[src/hw/ers_pkg.sv]
// constants for the external reading store writer
// assumes a 32-bit APB register port and a 24-bit word-wide memory card port
package ers_pkg;
    // APB register byte offsets
    localparam logic [11:0] ERS_OFF_CTRL = 12'h000;
    localparam logic [11:0] ERS_OFF_BASE = 12'h004;
    localparam logic [11:0] ERS_OFF_LENGTH = 12'h008;
    localparam logic [11:0] ERS_OFF_STATUS = 12'h00C;
    localparam logic [11:0] ERS_OFF_COUNT = 12'h010;
    localparam logic [11:0] ERS_OFF_FETCH_ADDR = 12'h014;
    localparam logic [11:0] ERS_OFF_FETCH_DATA = 12'h018;
    // field positions
    localparam int ERS_CTRL_ENABLE_BIT = 0;
    localparam int ERS_ST_RUN_BIT = 0;
    localparam int ERS_ST_FULL_BIT = 1;
    localparam int ERS_ST_FETCH_BIT = 2;
    localparam int ERS_ST_STOP_BIT = 3;
    // values after reset
    localparam logic [23:0] ERS_BASE_RESET = 24'h240000;
    localparam logic [23:0] ERS_LENGTH_RESET = 24'h000000;
    localparam logic ERS_ENABLE_RESET = 1'b0;
    // bytes in one stored reading
    localparam logic [24:0] ERS_WORD_BYTES = 25'h0000004;
    // acquisition sequencer
    typedef enum logic [1:0] {
        ACQ_IDLE = 2'b00,
        ACQ_RUN = 2'b01
    } ers_acq_t;
    // memory card handshake
    typedef enum logic [1:0] {
        HS_IDLE = 2'b00,
        HS_REQ = 2'b01,
        HS_REL = 2'b10
    } ers_hs_t;
endpackage : ers_pkg

[src/hw/ers_card_handshake.sv]
// four-phase request/acknowledge master toward the memory card
// assumes the card holds read data stable while its acknowledge is high
`timescale 1ns/1ps
module ers_card_handshake
    import ers_pkg::*;
(
    input wire logic clk,
    input wire logic reset,
    input wire logic start,
    input wire logic write,
    input wire logic [23:0] addr,
    input wire logic [31:0] wdata,
    output logic busy,
    output logic done,
    output logic [31:0] rdata,
    output logic memReq,
    output logic memWrite,
    output logic [23:0] memAddr,
    output logic [31:0] memWrData,
    input wire logic memAck,
    input wire logic [31:0] memRdData
);
    ers_hs_t state_r;
    logic ackS1_r;
    logic ackS2_r;

    // acknowledge comes from the card, so it is synchronised first
    always_ff @(posedge clk) begin
        if (reset) begin
            ackS1_r <= 1'b0;
            ackS2_r <= 1'b0;
        end else begin
            ackS1_r <= memAck;
            ackS2_r <= ackS1_r;
        end
    end

    // request held until ack, then released until ack drops
    always_ff @(posedge clk) begin
        if (reset) begin
            state_r <= HS_IDLE;
            busy <= 1'b0;
            done <= 1'b0;
            rdata <= 32'h00000000;
            memReq <= 1'b0;
            memWrite <= 1'b0;
            memAddr <= 24'h000000;
            memWrData <= 32'h00000000;
        end else begin
            done <= 1'b0;
            case (state_r)
                HS_IDLE: begin
                    if (start) begin
                        memAddr <= addr;
                        memWrData <= wdata;
                        memWrite <= write;
                        memReq <= 1'b1;
                        busy <= 1'b1;
                        state_r <= HS_REQ;
                    end
                end
                HS_REQ: begin
                    if (ackS2_r) begin
                        rdata <= memRdData; // stable while ack is high
                        memReq <= 1'b0;
                        state_r <= HS_REL;
                    end
                end
                HS_REL: begin
                    // wait for ack release so a new cycle cannot alias
                    if (!ackS2_r) begin
                        busy <= 1'b0;
                        done <= 1'b1;
                        memWrite <= 1'b0;
                        state_r <= HS_IDLE;
                    end
                end
                default: state_r <= HS_IDLE;
            endcase
        end
    end
endmodule : ers_card_handshake

[src/hw/ers_store_writer.sv]
// external reading store writer: copies readings into a memory card
// assumes readings, start and stop come from logic on clk; card is async
//
// Functional notes
// programmable 24-bit storage base address
// base defaults to 240000 hex
// programmable storage length in bytes
// host keeps length a multiple of four
// number notation is resolved before registers
// enable flag, cleared by reset
// done only after stop or memory full; the code also pulses done at once when start arrives while enable is clear
// enable reads back as 1 or 0
// base reads back as programmed
// length reads back as programmed
// stored readings are fetched from the card
// readings stored and returned unformatted
// ascending word writes, stop at length
`timescale 1ns/1ps
module ers_store_writer
    import ers_pkg::*;
(
    input wire logic clk,
    input wire logic reset,
    input wire logic psel,
    input wire logic penable,
    input wire logic pwrite,
    input wire logic [11:0] paddr,
    input wire logic [31:0] pwdata,
    output logic [31:0] prdata,
    output logic pready,
    output logic pslverr,
    input wire logic acqStart,
    input wire logic acqStop,
    output logic acqDone,
    input wire logic rdgValid,
    input wire logic [31:0] rdgData,
    output logic rdgReady,
    output logic memReq,
    output logic memWrite,
    output logic [23:0] memAddr,
    output logic [31:0] memWrData,
    input wire logic memAck,
    input wire logic [31:0] memRdData
);
    // configuration and state
    logic enable_r;
    logic [23:0] base_r;
    logic [23:0] length_r;
    logic [23:0] runBase_r;
    logic [24:0] runLength_r;
    ers_acq_t acqState_r;
    ers_acq_t acqState_nxt;
    logic stopSeen_r;
    logic [24:0] reserved_r;
    logic [24:0] reserved_nxt;
    logic [24:0] stored_r;
    logic holdValid_r;
    logic holdValid_nxt;
    logic [31:0] holdData_r;
    logic [23:0] holdAddr_r;
    logic fetchPending_r;
    logic fetchActive_r;
    logic [23:0] fetchOff_r;
    logic [31:0] fetchData_r;
    logic opIsWrite_r;
    logic pready_r;
    logic pslverr_r;
    logic [31:0] prdata_r;
    logic rdgReady_r;
    logic acqDone_r;

    // APB decode; one wait state before pready
    wire accessCycle = psel & penable & ~pready_r;
    wire apbWrite = psel & penable & pwrite & pready_r;
    wire hitCtrl = paddr == ERS_OFF_CTRL;
    wire hitBase = paddr == ERS_OFF_BASE;
    wire hitLength = paddr == ERS_OFF_LENGTH;
    wire hitStatus = paddr == ERS_OFF_STATUS;
    wire hitCount = paddr == ERS_OFF_COUNT;
    wire hitFetchAddr = paddr == ERS_OFF_FETCH_ADDR;
    wire hitFetchData = paddr == ERS_OFF_FETCH_DATA;
    wire addrHit = hitCtrl | hitBase | hitLength | hitStatus | hitCount |
        hitFetchAddr | hitFetchData;

    // handshake engine wiring
    logic hsBusy;
    logic hsDone;
    logic [31:0] hsRdata;
    wire running = acqState_r == ACQ_RUN;
    wire wrIssue = holdValid_r & ~hsBusy;
    wire rdIssue = fetchPending_r & ~holdValid_r & ~hsBusy;
    wire hsStart = wrIssue | rdIssue;
    wire [23:0] fetchAddr = base_r + {fetchOff_r[23:2], 2'b00};
    wire [23:0] hsAddr = wrIssue ? holdAddr_r : fetchAddr;

    // reading intake; a short tail below one word is never used
    wire rdgTake = rdgValid & rdgReady_r;
    assign reserved_nxt = rdgTake ? reserved_r + ERS_WORD_BYTES
        : reserved_r;
    assign holdValid_nxt = rdgTake | (holdValid_r & ~wrIssue);
    wire roomNxt = (reserved_nxt + ERS_WORD_BYTES) <= runLength_r;
    wire roomNow = (reserved_r + ERS_WORD_BYTES) <= runLength_r;
    wire stopNow = stopSeen_r | acqStop;
    wire runEnd = running & (stopSeen_r | ~roomNow) & ~holdValid_r &
        ~(hsBusy & opIsWrite_r) & ~rdgTake;
    wire startEnabled = acqStart & ~running & enable_r;

    // sequencer next state
    always_comb begin
        acqState_nxt = acqState_r;
        case (acqState_r)
            ACQ_IDLE: begin
                if (startEnabled) begin
                    acqState_nxt = ACQ_RUN;
                end
            end
            ACQ_RUN: begin
                if (runEnd) begin
                    acqState_nxt = ACQ_IDLE;
                end
            end
            default: acqState_nxt = ACQ_IDLE;
        endcase
    end

    // readback multiplexer
    wire [31:0] statusWord = {28'h0000000, stopSeen_r,
        fetchPending_r | fetchActive_r, running & ~roomNow, running};
    wire [31:0] rdMux =
        hitCtrl ? {31'h00000000, enable_r} :
        hitBase ? {8'h00, base_r} :
        hitLength ? {8'h00, length_r} :
        hitStatus ? statusWord :
        hitCount ? {7'h00, stored_r} :
        hitFetchAddr ? {8'h00, fetchOff_r} :
        hitFetchData ? fetchData_r :
        32'h00000000;

    // APB answer timing
    always_ff @(posedge clk) begin
        if (reset) begin
            pready_r <= 1'b0;
            pslverr_r <= 1'b0;
            prdata_r <= 32'h00000000;
        end else begin
            pready_r <= accessCycle;
            pslverr_r <= accessCycle & ~addrHit;
            if (accessCycle && !pwrite) begin
                prdata_r <= rdMux;
            end
        end
    end

    // configuration registers; values arrive already binary
    always_ff @(posedge clk) begin
        if (reset) begin
            enable_r <= ERS_ENABLE_RESET;
            base_r <= ERS_BASE_RESET;
            length_r <= ERS_LENGTH_RESET;
        end else if (apbWrite) begin
            if (hitCtrl) begin
                enable_r <= pwdata[ERS_CTRL_ENABLE_BIT];
            end
            if (hitBase) begin
                base_r <= pwdata[23:0];
            end
            if (hitLength) begin
                length_r <= pwdata[23:0];
            end
        end
    end

    // run settings are frozen so mid-run writes cannot tear a block
    always_ff @(posedge clk) begin
        if (reset) begin
            acqState_r <= ACQ_IDLE;
            runBase_r <= ERS_BASE_RESET;
            runLength_r <= 25'h0000000;
            stopSeen_r <= 1'b0;
            acqDone_r <= 1'b0;
        end else begin
            acqState_r <= acqState_nxt;
            acqDone_r <= runEnd | (acqStart & ~running & ~enable_r);
            if (startEnabled) begin
                runBase_r <= base_r;
                runLength_r <= {1'b0, length_r};
                stopSeen_r <= 1'b0;
            end else if (running && acqStop) begin
                stopSeen_r <= 1'b1;
            end
        end
    end

    // reading hold register and write addresses
    always_ff @(posedge clk) begin
        if (reset) begin
            reserved_r <= 25'h0000000;
            holdValid_r <= 1'b0;
            holdData_r <= 32'h00000000;
            holdAddr_r <= 24'h000000;
            rdgReady_r <= 1'b0;
        end else begin
            holdValid_r <= holdValid_nxt;
            reserved_r <= startEnabled ? 25'h0000000 : reserved_nxt;
            if (rdgTake) begin
                holdData_r <= rdgData;
                holdAddr_r <= runBase_r + reserved_r[23:0];
            end
            rdgReady_r <= running & ~stopNow & ~holdValid_nxt & roomNxt &
                ~runEnd;
        end
    end

    // completed write byte count and fetch requests
    always_ff @(posedge clk) begin
        if (reset) begin
            stored_r <= 25'h0000000;
            opIsWrite_r <= 1'b0;
            fetchPending_r <= 1'b0;
            fetchActive_r <= 1'b0;
            fetchOff_r <= 24'h000000;
            fetchData_r <= 32'h00000000;
        end else begin
            if (startEnabled) begin
                stored_r <= 25'h0000000;
            end else if (hsDone && opIsWrite_r) begin
                stored_r <= stored_r + ERS_WORD_BYTES;
            end
            if (hsStart) begin
                opIsWrite_r <= wrIssue;
            end
            if (apbWrite && hitFetchAddr) begin
                fetchOff_r <= pwdata[23:0];
                fetchPending_r <= 1'b1;
            end else if (rdIssue) begin
                fetchPending_r <= 1'b0;
            end
            // a queued fetch may issue on the edge the last one ends
            if (rdIssue) begin
                fetchActive_r <= 1'b1;
            end else if (hsDone && !opIsWrite_r) begin
                fetchActive_r <= 1'b0;
            end
            if (hsDone && !opIsWrite_r) begin
                fetchData_r <= hsRdata;
            end
        end
    end

    // memory card cycles, writes ahead of fetches
    ers_card_handshake u_hs (
        .clk(clk),
        .reset(reset),
        .start(hsStart),
        .write(wrIssue),
        .addr(hsAddr),
        .wdata(holdData_r),
        .busy(hsBusy),
        .done(hsDone),
        .rdata(hsRdata),
        .memReq(memReq),
        .memWrite(memWrite),
        .memAddr(memAddr),
        .memWrData(memWrData),
        .memAck(memAck),
        .memRdData(memRdData)
    );

    // outputs straight from flops
    assign prdata = prdata_r;
    assign pready = pready_r;
    assign pslverr = pslverr_r;
    assign rdgReady = rdgReady_r;
    assign acqDone = acqDone_r;
endmodule : ers_store_writer

[config.mk]
export PLATFORM = sky130hd
export DESIGN_NAME = ers_store_writer
export DESIGN_NICKNAME = d
export VERILOG_FILES = /design/src/hw/ers_pkg.sv /design/src/hw/ers_card_handshake.sv /design/src/hw/ers_store_writer.sv
export SDC_FILE = /design/constraint.sdc
export NUM_CORES = 1
export LEC_CHECK = 0
export ABC_AREA = 1
export BUFFER_PORTS_ARGS = -buffer_cell sky130_fd_sc_hd__buf_2
export CAP_MARGIN = 25
export CORE_UTILIZATION = 50
export CTS_BUF_LIST = sky130_fd_sc_hd__clkbuf_2
export CTS_CLUSTER_DIAMETER = 50
export DETAILED_ROUTE_END_ITERATION = 6
export PLACE_DENSITY = 0.69
export SETUP_SLACK_MARGIN = 0.1
export SYNTH_ARGS = -nofsm -noshare
export SYNTH_HDL_FRONTEND = slang
export SYNTH_HIERARCHICAL = 1
export SYNTH_SLANG_ARGS = --single-unit
[constraint.sdc]
create_clock -name clk -period 10.9 [get_ports clk]
set_input_delay 2.725 -clock clk [delete_from_list [all_inputs] [get_ports clk]]
set_output_delay 2.725 -clock clk [all_outputs]
set_load 0.02 [all_outputs]
==> key figures <==
Final layout
  – Non-filler cells in the finished layout: 3629
  – Area growth syn-to-layout: 10.4%
  – Share of layout cells above drive strength 1: 14.5%
  – Final nets: 3234
  – Fill count: 4020

CTS
  – Worst skew pair latency: 1.11 ns
  – Post_cts resized: 0
  – Num Clock Sinks: 393
  – CTS buffer count: 105
  – Reg clk slew, reported paths: 0.09 ns
  – Postcts setup bufs: 0
  – Cts hold-fix bufs: 0
  – CTS tree: yes
  – Root Driver: clkbuf_2
  – CTS HTree Levels: 3
  – Worst-case clock buffer depth: 3

Floorplanning
  – I/O Pins: 211
  – Rows: 73
  – Die area: 41200 µm²
  – Die Ht: 203 µm
  – Horiz. Die Dim: 203 µm
  – Core Area: 39800 µm²
  – Initial Util: 50.7%

STA
  – Max Fclk: 167 MHz
  – Period Utilization, post-route: 54.9%
  – Minimum clock period after layout: 5.99 ns
  – Slew @ Worst Pin: 0.983 ns
  – Final worst slack: 4.91 ns
  – Final setup viols: 0
  – Slew HR: 34.5%
  – Final Hold Fails: 0
  – Unrepaired setup endpoints after global routing: no
  – Slew Limit Fails: 0
  – Post-route setup TNS: 0 ns
  – Skew final: 0.0855 ns

Logic synthesis
  – Ys async rst share: 0%
  – Synth Cell Area: 20200 µm²
  – Area share of the largest cell type after synthesis: 39.0%
  – Synth cell count leaders: nand2_1 (491), dfxtp_1 (393), nor2_1 (369), a21oi_1 (316), inv_1 (312)
  – Seq/Total Area, Yosys: 39.0%
  – Average size of a mapped cell: 7.12 µm²
  – Post-synth EDFFs: 0
  – Synth Instances: 2837
  – Primary FF master, synth: dfxtp_1
  – Warnings, synthesis: 6
  – Yosys cell types: 55
  – Most common cell in the netlist: nand2_1
  – Net Count, Synth: 3045
  – Yosys top cell by area: dfxtp_1
  – #FFs+latches synth: 393
  – Largest cells by area after synthesis: dfxtp_1 (39%), nand2_1 (9.1%), a21oi_1 (7.8%), nor2_1 (6.9%), o21ai_0 (6.2%)

Place
  – Placed insts: 3443
  – Buffers on Ports: 202
  – Placer Congestion: 0.951
  – DP Worst Slack: 3.83 ns
  – Hpwl dp: 48000 µm

Global routing
  – GRT overflow: 0
  – Vias in the first global route: 18800
  – Tot GR Track Use: 31.4%
  – Antenna violations before repair: 3
  – Largest net degree at the start of global routing: 108
  – Global-route wire length before repair: 101000 µm

Detailed routing
  – DR iter-0 viols: 1474
  – DRC errors left: 0
  – Average wire per standard cell: 17.7 µm
  – WL final: 64300 µm
  – Via count: 19800
  – DR pass1 iterations: 6
  – Routed Antenna Nets: 0
  – Vias per cell: 5.45

Critical path
  – R2r setup slk: 6.28 ns
  – Largest stage delay on the critical path: 0.68 ns
  – CP top delay family: simple AND/OR/NAND/NOR gates
  – Signal arrival time at the worst endpoint: 6.95 ns
  – Crit path max-delay cell type: inv_2
  – RR Startpoint: rdgReady
  – CP Data Required Time: 11.86 ns
  – Most frequent CP cell: nand2_1
  – Worst setup startpoint: rdgValid
  – CP Max Fanout: 50
  – CP Launch Type: primary input
  – Setup CP Type: in -> reg
  – CP Capture Type: register
  – Worst path buffer plus inverter count: 4

Power and ir drop
  – Pwr dens: 113 nW/µm²
  – Maximum VDD drop: 0.0836 mV
  – Static Leakage: 9.71 nW

Min path
  – HP Start: u_hs/ackS1_r
  – Hold Crit Class: reg -> reg

Run status
  – Status: completed

Job
  – MaxCap Viol Count: 0
## layout by cell type, fill, tap and decap left out, drive strengths merged, types with 14 or more instances in the layout
cell type	n
nand3b	55
nand2	506
buf	220
o22ai	22
nor3	23
o221ai	21
xnor2	14
a21oi	316
inv	321
nand3	114
clkbuf	154
nand4	62
xor2	38
o21ai	256
dfxtp	393
clkinv	28
ha	89
nor2	387
## per-stage QoR
stage	power [W]	hold WS, ns	utilization, %	instance area [µm²]
floorplan	0.00151	0.388	-	20200
finish	0.00251	0.409	56.0	22300
global placement	0.00155	0.389	53.5	21300
CTS	0.00254	0.413	55.9	22300
global route	0.00263	0.424	56.0	22300
detailed placement	0.00155	0.399	53.7	21400
## worst paths after layout
| check | endpoint | depth (start not counted) |
|---|---|---|
| max | rdgReady | 28 |
| min | u_hs/ackS2_r | 2 |
| max reg2reg | rdgReady | 27 |
| min reg2reg | u_hs/ackS2_r | 2 |
## per-layer routing
layer  up-vias  wire length, µm  track usage, %
li1       9798                -               -
met1      9155            29100            41.7
met2       671            28500            49.6
met3       145             3980            4.94
met4         0             2740            15.1
met5         -                0               0
## area by class of cell
cell class                 instances  area (µm²)  share of cell area [%]
clock buffer                     154         771                    3.46
timing repair buffer             220        1200                    5.39
antenna                            3        7.51                  0.0337
clock inverter                    28         120                   0.539
multi-input combinational       1985       10500                    46.9
tap                              525         657                    2.95
sequential                       393        7870                    35.3
inverter                         321        1210                    5.43
## report_power, final
part	total, W	switching (W)	internal [W]
Sequential	0.00144	0.000000758	0.00144
Clock	0.000995	0.000618	0.000377
Combinational	0.0000806	0.0000540	0.0000266
## kinds of logic after synthesis
group / after synthesis / synth area share [%]
DFF: 393 / 39.0
buffers and inverters: 459 / 9.26
and+or+nand+nor: 1175 / 26.0
AOI/OAI and AO/OA: 667 / 17.7
adders and majority gates: 91 / 5.71
xor gates and xnor gates: 52 / 2.29
## worst reg2reg max path: stages (launching register included)
cell     delay (ns)
dfxtp_1        0.37
nand2_2        0.09
inv_2          0.68
buf_4          0.53
nand3_1        0.15
nand2_1        0.13
nand2_1        0.16
nor2_4         0.16
nand3_4        0.10
nor2_4         0.12
nand4_4        0.14
nor2_8         0.17
xor2_1         0.18
inv_1          0.06
ha_1           0.29
nand2_1        0.08
nor4_1         0.49
nand2_1        0.11
nand2_1        0.09
nand2_1        0.05
nand2_1        0.05
nand2_1        0.04
nand2_1        0.05
nand2_1        0.04
nand2_1        0.05
nand2_1        0.05
nand4_1        0.08
nor2_1         0.04
## state kept, by name (all words and copies together) (netlist names), 2 cells and up
signal,cells
length_r,24
u_hs/rdata,32
u_hs/state_r,2
fetchData_r,32
holdData_r,32
stored_r,23
runBase_r,24
holdAddr_r,24
runLength_r,24
fetchOff_r,24
reserved_r,23
u_hs/memAddr,24
prdata,32
base_r,24
u_hs/memWrData,32
Power figures use the tool's default switching activity.
